--- src/ussc_pkg.sv ---
// Package of constants and types for the USB suspend state control block
// How it works
// Bus suspend signalling puts device into Suspend
// Suspend drives sleep_flag_pos high, sleep_flag_neg low
// Indicators stay asserted after reset until configured
// Resume, bus reset or device reset exit Suspend
// Leaving Suspend drives pos low, neg high
// Indicators undriven while device reset is active
// Reset pin open-drain; external 15 us low resets
// Bus-power sense high means connection present
// Modem lines active low; four in, two out
// Transmit data driven out, receive data sampled
// Function controller carries data and serial commands
// Sense and reset inputs synchronised before use
package ussc_pkg;

   // ----------------------------------------------------------------
   // Timing
   // ----------------------------------------------------------------
   localparam int unsigned CLK_MHZ        = 250;
   localparam int unsigned RST_LOW_MIN_US = 15;
   localparam int unsigned RST_LOW_CYC    = RST_LOW_MIN_US * CLK_MHZ;
   localparam int unsigned RST_CNT_W      = 12;
   localparam logic [RST_CNT_W-1:0] RST_CNT_RST = 12'h000;

   // ----------------------------------------------------------------
   // States
   // ----------------------------------------------------------------
   typedef enum logic [2:0] {
      USSC_ST_UNCONF  = 3'b001,
      USSC_ST_ACTIVE  = 3'b010,
      USSC_ST_SUSPEND = 3'b100
   } ussc_state_t;

   // ----------------------------------------------------------------
   // Carriers
   // ----------------------------------------------------------------
   typedef struct packed {
      logic suspend_det;
      logic resume_det;
      logic resume_gen;
      logic bus_reset;
      logic configured;
   } ussc_bus_ev_t;

   typedef struct packed {
      logic cts_n;
      logic dsr_n;
      logic dcd_n;
      logic ri_n;
   } ussc_modem_in_t;

   typedef struct packed {
      logic rts_n;
      logic dtr_n;
   } ussc_modem_out_t;

endpackage : ussc_pkg

--- src/ussc_top.sv ---
// Suspend and resume state control with pin-level serial and reset handling
`timescale 1ns/1ps
`default_nettype none
module ussc_top (
   input  wire logic                      i_core_clk,
   input  wire logic                      i_resetn,
   input  wire ussc_pkg::ussc_bus_ev_t    i_bus_ev,
   input  wire logic                      i_vbus_sense,
   input  wire logic                      i_rst_pin,
   input  wire logic                      i_rxd,
   input  wire ussc_pkg::ussc_modem_in_t  i_modem_n,
   input  wire logic                      i_tx_bit,
   input  wire ussc_pkg::ussc_modem_out_t i_modem_req_n,
   output logic                           o_sleep_flag_pos,
   output logic                           o_sleep_flag_pos_oe_n,
   output logic                           o_sleep_flag_neg,
   output logic                           o_sleep_flag_neg_oe_n,
   output logic                           o_rst_pin_out,
   output logic                           o_rst_pin_oe_n,
   output logic                           o_sys_reset,
   output logic                           o_vbus_present,
   output logic                           o_suspended,
   output logic                           o_txd,
   output logic                           o_rx_bit,
   output ussc_pkg::ussc_modem_in_t       o_modem_n,
   output ussc_pkg::ussc_modem_out_t      o_modem_out_n
);
   import ussc_pkg::*;

   // ----------------------------------------------------------------
   // Synchronisers for pins
   // ----------------------------------------------------------------
   logic [1:0]     vbus_s_q;
   logic [1:0]     rstp_s_q;
   logic [1:0]     rxd_s_q;
   ussc_modem_in_t mdm_s1_q;
   ussc_modem_in_t mdm_s2_q;

   always_ff @(posedge i_core_clk) begin
      if (!i_resetn) begin
         vbus_s_q <= 2'h0;
         rstp_s_q <= 2'h3;
         rxd_s_q  <= 2'h3;
         mdm_s1_q <= 4'hF;
         mdm_s2_q <= 4'hF;
      end else begin
         vbus_s_q <= {vbus_s_q[0], i_vbus_sense};
         rstp_s_q <= {rstp_s_q[0], i_rst_pin};
         rxd_s_q  <= {rxd_s_q[0], i_rxd};
         mdm_s1_q <= i_modem_n;
         mdm_s2_q <= mdm_s1_q;
      end
   end

   // ----------------------------------------------------------------
   // External reset detection
   // ----------------------------------------------------------------
   // A low pulse must last the full minimum before reset is taken,
   // so short glitches on the open-drain line are ignored.
   logic [RST_CNT_W-1:0] rst_cnt_q;
   logic                 sys_rst_q;
   logic                 ext_rst_hit;

   assign ext_rst_hit = (rst_cnt_q == RST_CNT_W'(RST_LOW_CYC - 1))
                        && !rstp_s_q[1];

   always_ff @(posedge i_core_clk) begin
      if (!i_resetn) begin
         rst_cnt_q <= RST_CNT_RST;
      end else if (rstp_s_q[1]) begin
         rst_cnt_q <= RST_CNT_RST;
      end else if (!ext_rst_hit) begin
         rst_cnt_q <= rst_cnt_q + 12'h001;
      end
   end

   always_ff @(posedge i_core_clk) begin
      if (!i_resetn) begin
         sys_rst_q <= 1'b1;
      end else begin
         sys_rst_q <= ext_rst_hit;
      end
   end

   // Device reset: internal reset or a long external low pulse
   logic dev_rst;
   assign dev_rst = sys_rst_q;

   // ----------------------------------------------------------------
   // Suspend state machine
   // ----------------------------------------------------------------
   ussc_state_t state_q;
   ussc_state_t state_d;

   always_comb begin
      state_d = state_q;
      unique case (state_q)
         USSC_ST_UNCONF: begin
            if (i_bus_ev.configured) begin
               state_d = USSC_ST_ACTIVE;
            end
         end
         USSC_ST_ACTIVE: begin
            if (i_bus_ev.suspend_det) begin
               state_d = USSC_ST_SUSPEND;
            end
         end
         USSC_ST_SUSPEND: begin
            if (i_bus_ev.resume_det || i_bus_ev.resume_gen
                || i_bus_ev.bus_reset) begin
               state_d = USSC_ST_ACTIVE;
            end
         end
         default: state_d = USSC_ST_UNCONF;
      endcase
   end

   always_ff @(posedge i_core_clk) begin
      if (!i_resetn || dev_rst) begin
         state_q <= USSC_ST_UNCONF;
      end else begin
         state_q <= state_d;
      end
   end

   // ----------------------------------------------------------------
   // Sleep indicators
   // ----------------------------------------------------------------
   // During reset both pins are released; the board pull-ups lift them.
   logic asleep;
   assign asleep = (state_d != USSC_ST_ACTIVE);

   always_ff @(posedge i_core_clk) begin
      if (!i_resetn || dev_rst) begin
         o_sleep_flag_pos      <= 1'b1;
         o_sleep_flag_neg      <= 1'b1;
         o_sleep_flag_pos_oe_n <= 1'b1;
         o_sleep_flag_neg_oe_n <= 1'b1;
      end else begin
         o_sleep_flag_pos      <= asleep;
         o_sleep_flag_neg      <= !asleep;
         o_sleep_flag_pos_oe_n <= 1'b0;
         o_sleep_flag_neg_oe_n <= 1'b0;
      end
   end

   always_ff @(posedge i_core_clk) begin
      if (!i_resetn) begin
         o_suspended <= 1'b0;
      end else begin
         o_suspended <= (state_q == USSC_ST_SUSPEND);
      end
   end

   // ----------------------------------------------------------------
   // Reset pin drive and status
   // ----------------------------------------------------------------
   // Open drain: the data bit stays low and only the enable moves.
   // Limitation: a board that feeds our own pull back in holds reset.
   always_ff @(posedge i_core_clk) begin
      if (!i_resetn) begin
         o_rst_pin_out  <= 1'b0;
         o_rst_pin_oe_n <= 1'b0;
      end else begin
         o_rst_pin_out  <= 1'b0;
         o_rst_pin_oe_n <= !dev_rst;
      end
   end

   always_ff @(posedge i_core_clk) begin
      if (!i_resetn) begin
         o_sys_reset <= 1'b1;
      end else begin
         o_sys_reset <= dev_rst;
      end
   end

   always_ff @(posedge i_core_clk) begin
      if (!i_resetn) begin
         o_vbus_present <= 1'b0;
      end else begin
         o_vbus_present <= vbus_s_q[1];
      end
   end

   // ----------------------------------------------------------------
   // Serial and modem pins
   // ----------------------------------------------------------------
   // Lines idle high (mark, and modem lines inactive) after reset.
   always_ff @(posedge i_core_clk) begin
      if (!i_resetn) begin
         o_txd <= 1'b1;
      end else begin
         o_txd <= i_tx_bit;
      end
   end

   always_ff @(posedge i_core_clk) begin
      if (!i_resetn) begin
         o_rx_bit <= 1'b1;
      end else begin
         o_rx_bit <= rxd_s_q[1];
      end
   end

   always_ff @(posedge i_core_clk) begin
      if (!i_resetn) begin
         o_modem_n <= 4'hF;
      end else begin
         o_modem_n <= mdm_s2_q;
      end
   end

   always_ff @(posedge i_core_clk) begin
      if (!i_resetn) begin
         o_modem_out_n <= 2'h3;
      end else begin
         o_modem_out_n <= i_modem_req_n;
      end
   end

endmodule : ussc_top
`default_nettype wire

--- config.mk ---
export PLATFORM = sky130hd
export DESIGN_NAME = ussc_top
export DESIGN_NICKNAME = d
export VERILOG_FILES = /design/src/ussc_pkg.sv /design/src/ussc_top.sv
export SDC_FILE = /design/constraint.sdc
export NUM_CORES = 1
export LEC_CHECK = 0
export BUFFER_PORTS_ARGS = -buffer_cell sky130_fd_sc_hd__buf_2
export CAP_MARGIN = 25
export CORE_UTILIZATION = 45
export DETAILED_ROUTE_END_ITERATION = 7
export PLACE_DENSITY = 0.68
export SLEW_MARGIN = 20
export SYNTH_ARGS = -nofsm -noshare
export SYNTH_HDL_FRONTEND = slang
export SYNTH_SLANG_ARGS = --single-unit
--- constraint.sdc ---
create_clock -name i_core_clk -period 2.6 [get_ports i_core_clk]
set_clock_uncertainty 0.15 [all_clocks]
set_input_delay 0.52 -clock i_core_clk [delete_from_list [all_inputs] [get_ports i_core_clk]]
set_output_delay 0.52 -clock i_core_clk [all_outputs]
set_load 0.02 [all_outputs]
==> results.cfg <==
[yosys]
synthArstFlopShare = 0
postSynthCellCount = 153
ys_seq_area_frac = 0.571
netlist_area_um2 = 1580
syn_area_per_cell_um2 = 10.3
syn-num-nets = 172
synth_warnings = 0
ys_ff_latch = 45
synth_edf_count = 0
synth_cell_types = 37
synth-main-ff-cell = dfxtp_1

[setup_path]
regToRegEndpoint = rst_cnt_q[10]
worstReg2RegStart = rst_cnt_q[0]
crit_path_start = rst_cnt_q[0]
reg2reg_depth = 4
arrival_ns = 1.86
cp-end-kind = register
critPathLaunchType = register
rrSetupSlack_ns = 0.88
cp_max_fo = 7
cp_data_required_time_ns = 2.74
path_class = register to register

[power_and_ir_drop]
ir_worst_vdd_v = 0.000358
leakage_nw = 0.680
power.density_nw_per_um2 = 652

[timing]
hold_viol_final = 0
period_share = 0.661
fin_ws_ns = 0.880
rsz0062_at_grt = false
finalSetupViolations = 0
fin_tns_setup_ns = 0
fin_crit_ns = 1.72
slew_viol_final = 0
max_freq_mhz = 581

[finish]
post-route-util = 0.556
multi_input_area_um2 = 631
seq_area_um2 = 901
area_growth_pct = 17.6
fin_nets = 207
n_antenna_cell = 0
drive_gt1_frac = 0.233
nFillCells = 318

[clocking]
cts-root-buf = clkbuf_4
postCtsSetupRepairBufs = 0
clk_latency_ns = 0.35
clock-sinks = 45
clock_path_buffers = 2
cts_tree = yes
numCtsBuffers = 5
clk_pin_slew_ns = 0.13
ctsHoldBuffers = 0
htree_levels = 2
ctsResizeCount = 0

[floorplanning]
die_h_um = 61.2
fp.dieW_um = 61.2
die_area_um2 = 3750
core_um2 = 3340
start_util = 0.473
rows = 21
pin_count = 34

[route]
ant_nets = 0
drtIter0Drc = 43
dr.pass1.iters = 4
detail_route.wirelength_um = 2660
via_per_inst = 4.84
drc = 0
vias = 1137
detail_route.wl_per_cell_um = 11.3

[placement]
globalplace.congestion = 0.804
pre_cts_slack_ns = 0.907
numPortBuffers = 32
dp_hpwl_um = 1940

[global_route]
grt_first_pass_wirelength_um = 4220
track_usage = 0.160
grt-ovfl-total = 0
antenna_found_initial = 0
grt_max_degree = 22
grt_pass1_vias = 964

[hold_path]
min-delay-start = i_rst_pin
whs_endpoint = rstp_s_q[0]
hold_class = primary input to register
hold_depth = 2

[run]
cap_violations = 0

[outcome]
outcome = finished, final reports clean
stage by stage:
stage	power, mW	instances	hold WS [ns]	instance area (µm²)
3_5_place_dp	0.800	227	0.242	1780
2_1_floorplan	0.774	153	0.236	1580
4_1_cts	1.22	235	0.168	1860
5_1_grt	1.26	235	0.164	1860
6_report	1.21	235	0.183	1860
3_3_place_gp	0.797	227	0.239	1780
cells in the mapped netlist, types with 2 or more instances:
cell,count,share of area
inv_1,5,0.012
nor3_1,4,0.013
or3_1,4,0.016
or4_1,2,0.0095
nor4_1,2,0.0079
nand4_1,2,0.0079
nand4bb_1,2,0.014
dfxtp_1,45,0.57
ha_1,2,0.016
nor2b_1,2,0.0079
o21ai_0,6,0.019
mux2i_1,2,0.013
nand2_1,7,0.017
buf_4,2,0.0095
clkbuf_1,2,0.0048
nand2b_1,24,0.095
and2_1,4,0.016
o31ai_1,2,0.0095
a21o_1,2,0.0095
a21oi_1,8,0.025
nand3b_1,3,0.014
nand3_1,6,0.019
layer usage:
metal | global-route usage | share of wire | wire length [µm] | up-vias
li1 | - | - | - | 595
met1 | 0.187 | 0.46 | 1220 | 515
met2 | 0.261 | 0.48 | 1280 | 21
met3 | 0.0567 | 0.038 | 101 | 6
met4 | 0.0779 | 0.020 | 54 | 0
met5 | 0 | 0 | 0 | -
kinds of logic after synthesis:
kind of cell,after synthesis,share of synthesized area
AND/OR/NAND/NOR,70,0.280
flip-flops,45,0.571
AO/OA/AOI/OAI,22,0.0833
buffers and inverters,10,0.0293
adder cells (fa/ha/maj),2,0.0159
multiplexers,2,0.0127
other,1,0.00238
XOR/XNOR,1,0.00555
how the worst max path moves through the flow:
stage / end / depth (start not counted)
6_report: rst_cnt_q[10] / 4
2_1_floorplan: o_sleep_flag_pos / 3
4_1_cts: rst_cnt_q[10] / 4
5_1_grt: rst_cnt_q[10] / 4
3_3_place_gp: o_sleep_flag_pos / 4
3_5_place_dp: o_sleep_flag_pos / 4
layout make-up:
class	instances	area share
sequential	45	0.486
clock inverter	2	0.0209
clock buffer	6	0.0223
tap	46	0.0310
inverter	5	0.0101
timing repair buffer	33	0.0904
multi-input combinational	98	0.340
cell usage in the layout (no fill, tap or decap), types with 3 or more instances in the layout:
cell type  Yosys  final
a21oi_1        8      8
and2_1         4      4
buf_2          0     32
clkbuf_4       0      5
dfxtp_1       45     45
inv_1          5      5
nand2_1        7      7
nand2b_1      24     24
nand3_1        6      6
nand3b_1       3      3
nor3_1         4      4
o21ai_0        6      6
or3_1          4      4
report_power, final:
group / internal, mW / total, mW / switching (mW)
Combinational: 0.0302 / 0.0657 / 0.0354
Clock: 0.205 / 0.426 / 0.221
Sequential: 0.711 / 0.718 / 0.00686
critical path, cell delays in order, from the launching register on:
cell and delay, ns:
dfxtp_1 0.47, ha_1 0.24, nand4_1 0.21, or4_1 0.44, a21oi_1 0.14
state kept, by name, summed over array words and instances (netlist names), 3 cells and up:
name	cells
rst_cnt_q	12
mdm_s1_q	4
mdm_s2_q	4
o_modem_n	4
state_q	3
No activity file was read; power rests on OpenSTA's default activity.
